`src/inc/csc_pkg.sv`:
```
// Shared constants, field layouts and types of the CPU status and cycle count block.
package csc_pkg;

    // -------------------------------------------------------------------------
    // Control word layout and reset
    // -------------------------------------------------------------------------
    localparam logic [31:0] CSC_PROGRAM_CONTROL_WORD_RESET = 32'h0000_0800;
    // Undefined fields are held at zero so they can never be modified.
    localparam logic [31:0] CSC_PROGRAM_CONTROL_WORD_WMASK = 32'h00ff_ffff;

    // Floating-point exception flags, one bit each.
    typedef struct packed {
        logic fp_invalid_flag;
        logic ovf;
        logic unf;
        logic fp_inexact_flag;
        logic fp_divzero_flag;
        logic fp_result_flushed_flag;
        logic fp_operand_flushed_flag;
    } csc_fpx_s;

    typedef struct packed {
        logic [7:0] rsvd;        // Bits 31:24, read as zero.
        logic       trap_first_exit;         // Bit 23, trap on first exit.
        logic       writeback_overflow_trap_en;      // Bit 22.
        logic       writeback_overflow_flag;         // Bit 21.
        logic       misaligned_store_trap_en;      // Bit 20.
        logic       misaligned_store_flag;         // Bit 19.
        csc_fpx_s   trap_en;     // Bits 18:12.
        logic       cs;          // Bit 11, count all cycles.
        csc_fpx_s   flags;       // Bits 10:4.
        logic       byte_order_select;         // Bit 3, 1 selects big endian.
        logic       interrupt_mask_enable;         // Bit 2.
        logic [1:0] rnd;         // Bits 1:0.
    } csc_program_control_word_s;

    // -------------------------------------------------------------------------
    // Rounding modes, access sizes, counter read selects
    // -------------------------------------------------------------------------
    localparam logic [1:0] CSC_RND_NEAREST = 2'h0;
    localparam logic [1:0] CSC_RND_ZERO    = 2'h1;
    localparam logic [1:0] CSC_RND_POSINF  = 2'h2;
    localparam logic [1:0] CSC_RND_NEGINF  = 2'h3;

    typedef enum logic [1:0] {
        CSC_SZ_8,
        CSC_SZ_16,
        CSC_SZ_32
    } csc_size_e;

    typedef enum logic [1:0] {
        CSC_CNT_SLAVE_LO,
        CSC_CNT_SLAVE_HI,
        CSC_CNT_MASTER_LO
    } csc_cnt_sel_e;

    localparam logic [31:0] CSC_ALIGN16_MASK = 32'hffff_fffe;
    localparam logic [31:0] CSC_ALIGN32_MASK = 32'hffff_fffc;
    localparam logic [3:0]  CSC_WB_LIMIT     = 4'h5;
    localparam logic [63:0] CSC_CNT_ONE      = 64'h0000_0000_0000_0001;
    localparam logic [31:0] CSC_BOOL_TRUE    = 32'h0000_0001;
    localparam logic [31:0] CSC_BOOL_FALSE   = 32'h0000_0000;

    // Memory access request seen by the alignment logic.
    typedef struct packed {
        logic        valid;
        logic        store;
        csc_size_e   size;
        logic [31:0] addr;
    } csc_mem_s;

    // Interruptible jump event.
    typedef struct packed {
        logic        valid;
        logic        interrupted;
        logic [31:0] target;
    } csc_jump_s;

endpackage : csc_pkg

```
`src/csc_cycle_ctr.sv`:
```
// Master cycle counter with a slave snapshot register.
module csc_cycle_ctr
    import csc_pkg::*;
(
    input  wire logic        clk_sys,    // CPU clock.
    input  wire logic        arst_n,     // Asynchronous reset, active low.
    input  wire logic        inc_en,     // Count this cycle.
    input  wire logic        snap,       // Copy master into slave.
    output logic      [63:0] master_reg, // Running master count.
    output logic      [63:0] slave_reg   // Snapshot for coherent reads.
);

    // -------------------------------------------------------------------------
    // Counter and snapshot
    // -------------------------------------------------------------------------
    // Master runs on the enable supplied by the mode logic.
    always_ff @(posedge clk_sys or negedge arst_n) begin
        if (!arst_n) begin
            master_reg <= '0;
        end else if (inc_en) begin
            master_reg <= master_reg + CSC_CNT_ONE;
        end
    end

    // Slave holds a coherent 64-bit value between good jumps.
    always_ff @(posedge clk_sys or negedge arst_n) begin
        if (!arst_n) begin
            slave_reg <= '0;
        end else if (snap) begin
            slave_reg <= master_reg;
        end
    end
endmodule : csc_cycle_ctr

```
`src/csc_status_unit.sv`:
```
// Program control word, jump program counters, cycle counter and boolean helpers.
module csc_status_unit
    import csc_pkg::*;
(
    input  wire logic         clk_sys,         // CPU clock, 40 MHz.
    input  wire logic         arst_n,          // Asynchronous reset, active low.
    // Software access to the special registers.
    input  wire logic         program_control_word_wr,         // Control word write strobe.
    input  wire logic  [31:0] program_control_word_wdata,      // Control word write data.
    input  wire logic         dpc_wr,          // Jump target pc write strobe.
    input  wire logic         spc_wr,          // Tree start pc write strobe.
    input  wire logic  [31:0] pc_wdata,        // Data for either pc write.
    output logic       [31:0] program_control_word_rdata,      // Control word read value.
    output logic       [31:0] jump_target_pc,  // Return address register.
    output logic       [31:0] tree_start_pc,   // Decision tree start register.
    input  csc_cnt_sel_e      cnt_sel,         // Counter read select.
    output logic       [31:0] cnt_rdata,       // Counter read value.
    // Floating point.
    input  wire logic         fp_valid,        // FP operation completes.
    input  csc_fpx_s          fp_exc,          // Exceptions it incurred.
    input  wire logic         fp_fixed_rz,     // Conversion using fixed rounding.
    output logic       [1:0]  fp_round_mode,   // Rounding for this operation.
    // Memory alignment.
    input  csc_mem_s          mem_req,         // Load or store request.
    output logic       [31:0] mem_addr_out,    // Aligned access address.
    output logic              mem_out_valid,   // Aligned access valid.
    output logic              big_endian,      // Byte order for loads and stores.
    // Pipeline events.
    input  wire logic  [3:0]  wb_count,        // Results written back this cycle.
    input  wire logic         stall,           // Pipeline stalled this cycle.
    input  csc_jump_s         jump,            // Interruptible jump.
    // Interrupts and exceptions.
    input  wire logic         int_req,         // Maskable interrupt source.
    input  wire logic         nmi_req,         // Non-maskable interrupt.
    output logic              int_pass,        // Maskable interrupt to dispatch.
    output logic              nmi_pass,        // NMI to dispatch.
    output logic              exc_req,         // Exception request.
    // Booleans and guards.
    input  wire logic  [31:0] guard_word,      // Register used as guard.
    output logic              guard_true,      // Guard judged by its LSB.
    input  wire logic         bool_in,         // Boolean operation result.
    output logic       [31:0] bool_word        // Encoded boolean result.
);

    // -------------------------------------------------------------------------
    // Control word state
    // -------------------------------------------------------------------------
    csc_program_control_word_s   program_control_word_reg;
    csc_program_control_word_s   program_control_word_next;
    logic        mis_store;
    logic        wb_over;
    logic        fp_exc_req;
    logic        mse_req;
    logic        wbe_req;
    logic        tfe_req;
    logic        good_jump;
    logic [63:0] master_cnt;
    logic [63:0] slave_cnt;

    assign program_control_word_rdata = program_control_word_reg;

    // Misalignment is only meaningful for halfword and word accesses.
    assign mis_store = mem_req.valid && mem_req.store &&
                       (((mem_req.size == CSC_SZ_16) && mem_req.addr[0]) ||
                        ((mem_req.size == CSC_SZ_32) && (mem_req.addr[1:0] != 2'h0)));

    assign wb_over = (wb_count > CSC_WB_LIMIT);

    // Software value first, then hardware sets overlay it so an event
    // in the write cycle is never lost.
    always_comb begin
        program_control_word_next = program_control_word_reg;
        if (program_control_word_wr) begin
            program_control_word_next = csc_program_control_word_s'(program_control_word_wdata & CSC_PROGRAM_CONTROL_WORD_WMASK);
        end
        if (fp_valid) begin
            program_control_word_next.flags = program_control_word_next.flags | fp_exc;
        end
        if (mis_store) begin
            program_control_word_next.misaligned_store_flag = 1'b1;
        end
        if (wb_over) begin
            program_control_word_next.writeback_overflow_flag = 1'b1;
        end
    end

    // The trap-on-first-exit bit is touched by software writes only.
    always_ff @(posedge clk_sys or negedge arst_n) begin
        if (!arst_n) begin
            program_control_word_reg <= csc_program_control_word_s'(CSC_PROGRAM_CONTROL_WORD_RESET);
        end else begin
            program_control_word_reg <= program_control_word_next;
        end
    end

    // -------------------------------------------------------------------------
    // Exception requests and interrupt masking
    // -------------------------------------------------------------------------
    // Loads never feed the misalignment flag since they may be speculative.
    assign fp_exc_req = |(program_control_word_reg.flags & program_control_word_reg.trap_en);
    assign mse_req    = program_control_word_reg.misaligned_store_flag && program_control_word_reg.misaligned_store_trap_en;
    assign wbe_req    = program_control_word_reg.writeback_overflow_flag && program_control_word_reg.writeback_overflow_trap_en;
    assign tfe_req    = program_control_word_reg.trap_first_exit && jump.valid;
    assign exc_req    = fp_exc_req || mse_req || wbe_req || tfe_req;

    // NMI bypasses the mask entirely.
    assign int_pass = int_req && program_control_word_reg.interrupt_mask_enable;
    assign nmi_pass = nmi_req;

    // -------------------------------------------------------------------------
    // Rounding and byte order
    // -------------------------------------------------------------------------
    // Conversions that use fixed rounding always truncate toward zero.
    assign fp_round_mode = fp_fixed_rz ? CSC_RND_ZERO : program_control_word_reg.rnd;
    assign big_endian    = program_control_word_reg.byte_order_select;

    // -------------------------------------------------------------------------
    // Address alignment
    // -------------------------------------------------------------------------
    // Low bits are dropped for both loads and stores; the access proceeds.
    always_ff @(posedge clk_sys or negedge arst_n) begin
        if (!arst_n) begin
            mem_addr_out  <= '0;
            mem_out_valid <= 1'b0;
        end else begin
            mem_out_valid <= mem_req.valid;
            if (mem_req.size == CSC_SZ_32) begin
                mem_addr_out <= mem_req.addr & CSC_ALIGN32_MASK;
            end else if (mem_req.size == CSC_SZ_16) begin
                mem_addr_out <= mem_req.addr & CSC_ALIGN16_MASK;
            end else begin
                mem_addr_out <= mem_req.addr;
            end
        end
    end

    // -------------------------------------------------------------------------
    // Jump program counters
    // -------------------------------------------------------------------------
    assign good_jump = jump.valid && !jump.interrupted;

    // Software writes take precedence over the jump update.
    always_ff @(posedge clk_sys or negedge arst_n) begin
        if (!arst_n) begin
            jump_target_pc <= '0;
        end else if (dpc_wr) begin
            jump_target_pc <= pc_wdata;
        end else if (jump.valid) begin
            jump_target_pc <= jump.target;
        end
    end

    // An interrupted jump keeps the start of the tree that was running.
    always_ff @(posedge clk_sys or negedge arst_n) begin
        if (!arst_n) begin
            tree_start_pc <= '0;
        end else if (spc_wr) begin
            tree_start_pc <= pc_wdata;
        end else if (good_jump) begin
            tree_start_pc <= jump.target;
        end
    end

    // -------------------------------------------------------------------------
    // Cycle counter
    // -------------------------------------------------------------------------
    csc_cycle_ctr u_ctr (
        .clk_sys    (clk_sys),
        .arst_n     (arst_n),
        .inc_en     (program_control_word_reg.cs || !stall),
        .snap       (good_jump),
        .master_reg (master_cnt),
        .slave_reg  (slave_cnt)
    );

    // Reads are registered; the slave pair stays coherent until the next uninterrupted jump.
    always_ff @(posedge clk_sys or negedge arst_n) begin
        if (!arst_n) begin
            cnt_rdata <= '0;
        end else begin
            case (cnt_sel)
                CSC_CNT_SLAVE_LO:  cnt_rdata <= slave_cnt[31:0];
                CSC_CNT_SLAVE_HI:  cnt_rdata <= slave_cnt[63:32];
                CSC_CNT_MASTER_LO: cnt_rdata <= master_cnt[31:0];
                default:           cnt_rdata <= '0;
            endcase
        end
    end

    // -------------------------------------------------------------------------
    // Boolean encoding and guards
    // -------------------------------------------------------------------------
    assign guard_true = guard_word[0];

    // Upper bits are always zero so results can be reused as guards.
    always_ff @(posedge clk_sys or negedge arst_n) begin
        if (!arst_n) begin
            bool_word <= CSC_BOOL_FALSE;
        end else begin
            bool_word <= bool_in ? CSC_BOOL_TRUE : CSC_BOOL_FALSE;
        end
    end
endmodule : csc_status_unit

```
`config.mk`:
```
export PLATFORM = sky130hd
export DESIGN_NAME = csc_status_unit
export DESIGN_NICKNAME = d
export VERILOG_FILES = /design/src/inc/csc_pkg.sv /design/src/csc_cycle_ctr.sv /design/src/csc_status_unit.sv
export SDC_FILE = /design/constraint.sdc
export NUM_CORES = 1
export LEC_CHECK = 0
export BUFFER_PORTS_ARGS = -buffer_cell sky130_fd_sc_hd__buf_2
export CORE_AREA = 4 4 153 155
export CTS_BUF_LIST = sky130_fd_sc_hd__clkbuf_16
export CTS_CLUSTER_DIAMETER = 120
export DETAILED_ROUTE_END_ITERATION = 8
export DIE_AREA = 0 0 157 159
export HOLD_SLACK_MARGIN = 0.15
export PLACE_DENSITY = 0.85
export SYNTH_ARGS = -nofsm -noshare
export SYNTH_HDL_FRONTEND = slang
export SYNTH_SLANG_ARGS = --single-unit
```
`constraint.sdc`:
```
create_clock -name clk_sys -period 3.1 [get_ports clk_sys]
set_input_delay 0.465 -clock clk_sys [delete_from_list [all_inputs] [get_ports clk_sys]]
set_output_delay 0.465 -clock clk_sys [all_outputs]
set_load 0.005 [all_outputs]
```
# Yosys cells after proc, flatten, opt, wreduce, memory -nomap -nowiden
# Index checks and enable logic that the tools add are counted.
# totals
wordCells,75
mem_bits_ro,0
output_inout_bits,200
regBits,282
latch_bits,0
ramBits,0
input_bits,190
mem_count,0
# op_classes
n_mul,0
n_bitwise,2
n_shift,0
magnitude_cmp,1
muxes,13
n_eq_ne,4
add_sub_neg,1
n_div,0
n_reduce_logical,23
# ops
op,n
two-way mux 32 bit,4
case mux 32 bit (3 select lines),1
"adder 64 x 1 -> 64 bit, second input constant",1
two-way mux 22 bit,1
nonzero test 2 bit,5
logical AND 1 bit,9
AND 7 bit,1
two-way mux 7 bit,1
bitwise OR 7 bit,1
OR reduction 7 bit,1
logical OR 1 bit,5
"equality test 2 x 1 -> 1 bit, second input constant",2
"equality test 2 bit, second input constant",2
"> comparator 4 x 3 -> 1 bit, second input constant",1
two-way mux 1 bit,4
two-way mux 2 bit,2
logical NOT 1 bit,2
logical NOT 2 bit,1

# Logic depth before layout (Yosys ltp)
# logic_depth
word_depth,5
mapped_depth,7
mapped_depth_nobuf,6

# Hierarchy
# A second synthesis with hierarchy kept.
# hier_totals
hier_cells,997
hier_area_um2,11965.2
# by_module_without_submodules
module,cells_each,n_inst,area_per_inst_um2,seq_area_each_um2
csc_status_unit,580,1,6641.4,3854.9
csc_cycle_ctr,417,1,5323.9,3203.1

# Least setup slack after synthesis
# Ideal clock, no wire load.
# synth_timing
kind,input port to flip-flop
start,in jump[33] in the netlist's numbering
end,reg tree_start_pc[23]
setup_ps,134
t_required_ps,2966
n_path_buf,4
setup_slack_ps,1086
path_stages,7
arrival_ps,1881
path_cell_list,clkbuf_1 > nand2b_1 > clkbuf_1 > clkbuf_1 > buf_2 > mux2i_1 > o21ai_0
# synth_via
elab_chain_cells,2
# synth_rtl
element,line,text
start: declaration,csc_status_unit.sv:31,"input csc_jump_s jump,"
logical AND 1 bit,csc_status_unit.sv:140,assign good_jump = jump.valid && !jump.interrupted;
nonzero test 2 bit (no source line),--,
end signal: assignment,csc_status_unit.sv:158,tree_start_pc <= pc_wdata;
end signal: assignment,csc_status_unit.sv:160,tree_start_pc <= jump.target;
end: declaration,csc_status_unit.sv:15,"output logic [31:0] tree_start_pc,"
# Every way passes these cells.
# A chain may end at the register's enable or synchronous reset.

# Worst setup path after layout
# layout_timing
start,"reg program_control_word_reg, in the netlist program_control_word_rdata[14]"
end,out exc_req
# layout_via
elab_chain_cells,5
# layout_rtl
element,line,text
start: declaration,csc_status_unit.sv:48,csc_program_control_word_s program_control_word_reg;
start signal: assignment,csc_status_unit.sv:90,program_control_word_reg <= csc_program_control_word_s'(CSC_PROGRAM_CONTROL_WORD_RESET);
start signal: assignment,csc_status_unit.sv:92,program_control_word_reg <= program_control_word_next;
AND 7 bit,csc_status_unit.sv:100,assign fp_exc_req = |(program_control_word_reg.flags & program_control_word_reg.trap_en);
OR reduction 7 bit,csc_status_unit.sv:100,
logical OR 1 bit (3 in a row),csc_status_unit.sv:104,assign exc_req = fp_exc_req || mse_req || wbe_req || tfe_req;
end: declaration,csc_status_unit.sv:37,"output logic exc_req,"
# Every way passes these cells.

==> impl_metrics.toml <==
[cts]
cts_num_sinks = 282
cts-root-buf = "clkbuf_16"
cts_tree = "yes"
cts_buffers = 30
clock_latency_ps = 550
clock_path_buffers = 3
htree_levels = 1
post-cts-setup-buffers = 0
path_clk_slew_ps = 60

[synth]
synth_edf_count = 0
syn-instance-count = 1022
synthDistinctLibCells = 41
synth_top_area_share_pct = 58.5
seq_area_frac_synth_pct = 58.7
synth_area_sq_um = 12000
ys_async_sr_fraction_pct = 100
yosys.area.top_type = "dfrtp_1"
synth-seq-cells = 282
synth.area.top_cells = "dfrtp_1 (59%), mux2i_1 (8.2%), mux2_2 (7.1%)"
yosysWarnings = 0
avgSynthCellArea_sq_um = 11.8
yosys_most_used_dff = "dfrtp_1"

[power_and_ir_drop]
power.density_nw_per_um2 = 571
static-leakage-power_nw = 7.97
peakVddDrop_v = 0.000443

[critical_path]
endpoint_kind = "output port"
r2r_slack_ps = 870
cp.arrival_ps = 1820
critPathBufInv = 1
criticalPathCategory = "flop to output port"
crit_family = "compound AO/OA/AOI/OAI gates"
crit_chain = "a22o_1 -> a221oi_1 -> nand4_1 -> buf_2"
start_kind = "flop"
crit_path_top_delay_cell = "dfrtp_1"
critPathMaxFanout = 3
required_ps = 2630
critPathMaxStageDelay_ps = 410

[sta]
hold_violations = 0
slew_viol_final = 0
tightest_slew_ps = 1000
setup_viol = 0
max-slew-margin-rel_pct = 33.2
fin_setup_tns_ps = 0
fin_skew_ps = 19.3
fmax_mhz = 437
post-route-min-period_ps = 2290
rsz0062_at_grt = "no"
fin_crit_sh_pct = 73.9

[routing]
wl_per_cell_microns = 19.6
firstDrtPassIters = 5
ant_nets = 0
vias = 9393
drt-total-wl_microns = 33200
dr.first_iter.drc_count = 592
drc_errors = 0
viasPerCell = 5.53

[cells_and_area]
fill_cells = 1415
most-common-layout-cells = "buf_2 (305), dfrtp_1 (281), nand2_1 (130), o21ai_0 (106), mux2i_1 (98)"
diodes = 0
final_common_cell = "buf_2"
fin_cells = 1698
syn2layout_area_growth_pct = 28.9
finish.net_count = 1585
drive_above_1_share_pct = 32.6
final_area_sq_um = 15500

[die]
io_pins = 390
core_sq_um = 21800
die_x_microns = 157
rows = 54
start_util_pct = 55.1
die_h_microns = 159
die_area_sq_um = 25000

[grt]
grt_first_pass_wirelength_microns = 53000
antenna_found_initial = 0
overflow = 0
track_usage_pct = 26.2
grt_pass1_vias = 10039
grt_max_degree = 94

[flow_run]
drv_cap = 0

[place]
place_congestion = 0.890
dp_cells = 1566
dp_hpwl_microns = 21500
placed_cell_area_sq_um = 13700
io_buffers = 306

[run_status]
status = "complete, no violations"

[hold_path]
min_path_type = "primary input to flop"
## report_power, final
group,internal [mW],switching [mW]
registers,3.93,0.196
clock network,2.23,1.47
logic,0.486,0.522
## per-layer routing
layer  vias up  part of all wire, %  global-route usage, %
met4         0                  4.2                   9.55
li1       4211                    -                      -
met5         -                    0                      0
met2       451                   51                   45.6
met3       105                  8.2                   6.85
met1      4626                   36                   31.0
## worst register-to-register path, stage by stage (launching register included)
cell and delay, ps:
dfstp_2 570, nand2b_1 240, nand3_1 240, or4_4 640, nor4_4 270, xor2_1 200
## layout make-up
type                            instances  area (sq um)  share of cell area (%)
Clock buffer                           31           776                    5.01
Inverter                               14          52.6                   0.339
Sequential cell                       282          7060                    45.6
Timing Repair Buffer                  397          2460                    15.9
Multi-Input combinational cell        669          4530                    29.3
Clock inverter                         25           253                    1.63
Tap cell                              280           350                    2.26
## timing repair
action                                  in CTS  in global routing
hold buffers                                76                  0
resized for setup                            0                  0
hold endpoints to repair                   171                  0
endpoints found under the setup margin       0                  0
## cell usage after synthesis, types with 4 or more instances
cell type    n
a22oi_1      9
and3_1      11
buf_1        6
buf_4       42
clkbuf_1    43
dfrtp_1    281
inv_1       14
mux2_2      76
mux2i_1     98
nand2_1    130
nand3_1     31
nand4_1     26
nor2_1      17
nor2b_1      4
nor3_1      21
nor3_2       5
nor4_1       7
o21ai_0    106
xnor2_1     32
xor2_1      32
## through the flow
stage / hold slack (ps) / power (mW) / worst slack (ps) / util [%]
global route: 150 / 9.16 / 778 / 71.0
global placement: 454 / 5.05 / 996 / 62.8
detailed placement: 472 / 5.09 / 945 / 62.8
CTS: 152 / 8.84 / 794 / 71.0
floorplan: 169 / 4.61 / 1090 / -
finish: 166 / 8.84 / 810 / 71.0
## cell families (layout without fill, tap and decap cells)
kind of cell               after synthesis  count (layout)  share of synthesized area [%]
DFF                                    282             282                           58.7
and+or+nand+nor                        271             271                           11.0
muxes                                  174             174                           15.3
AOI/OAI and AO/OA                      120             120                           5.31
buffers and inverters                  109             467                           4.81
xor gates and xnor gates                64              64                           4.67
adders and majority gates                1               1                          0.104
other                                    1              39                         0.0312
## worst paths after layout
path | to | cells after the start | startpoint
max | exc_req | 4 | program_control_word_rdata[14]
min | program_control_word_rdata[13] | 2 | program_control_word_wdata[13]
max reg2reg | u_ctr.master_reg[51] | 5 | program_control_word_rdata[11]
min reg2reg | u_ctr.master_reg[63] | 1 | u_ctr.master_reg[63]
max in group asynchronous | program_control_word_rdata[16] | 3 | arst_n
min in group asynchronous | mem_addr_out[14] | 2 | arst_n
Power figures use the tool's default switching activity.
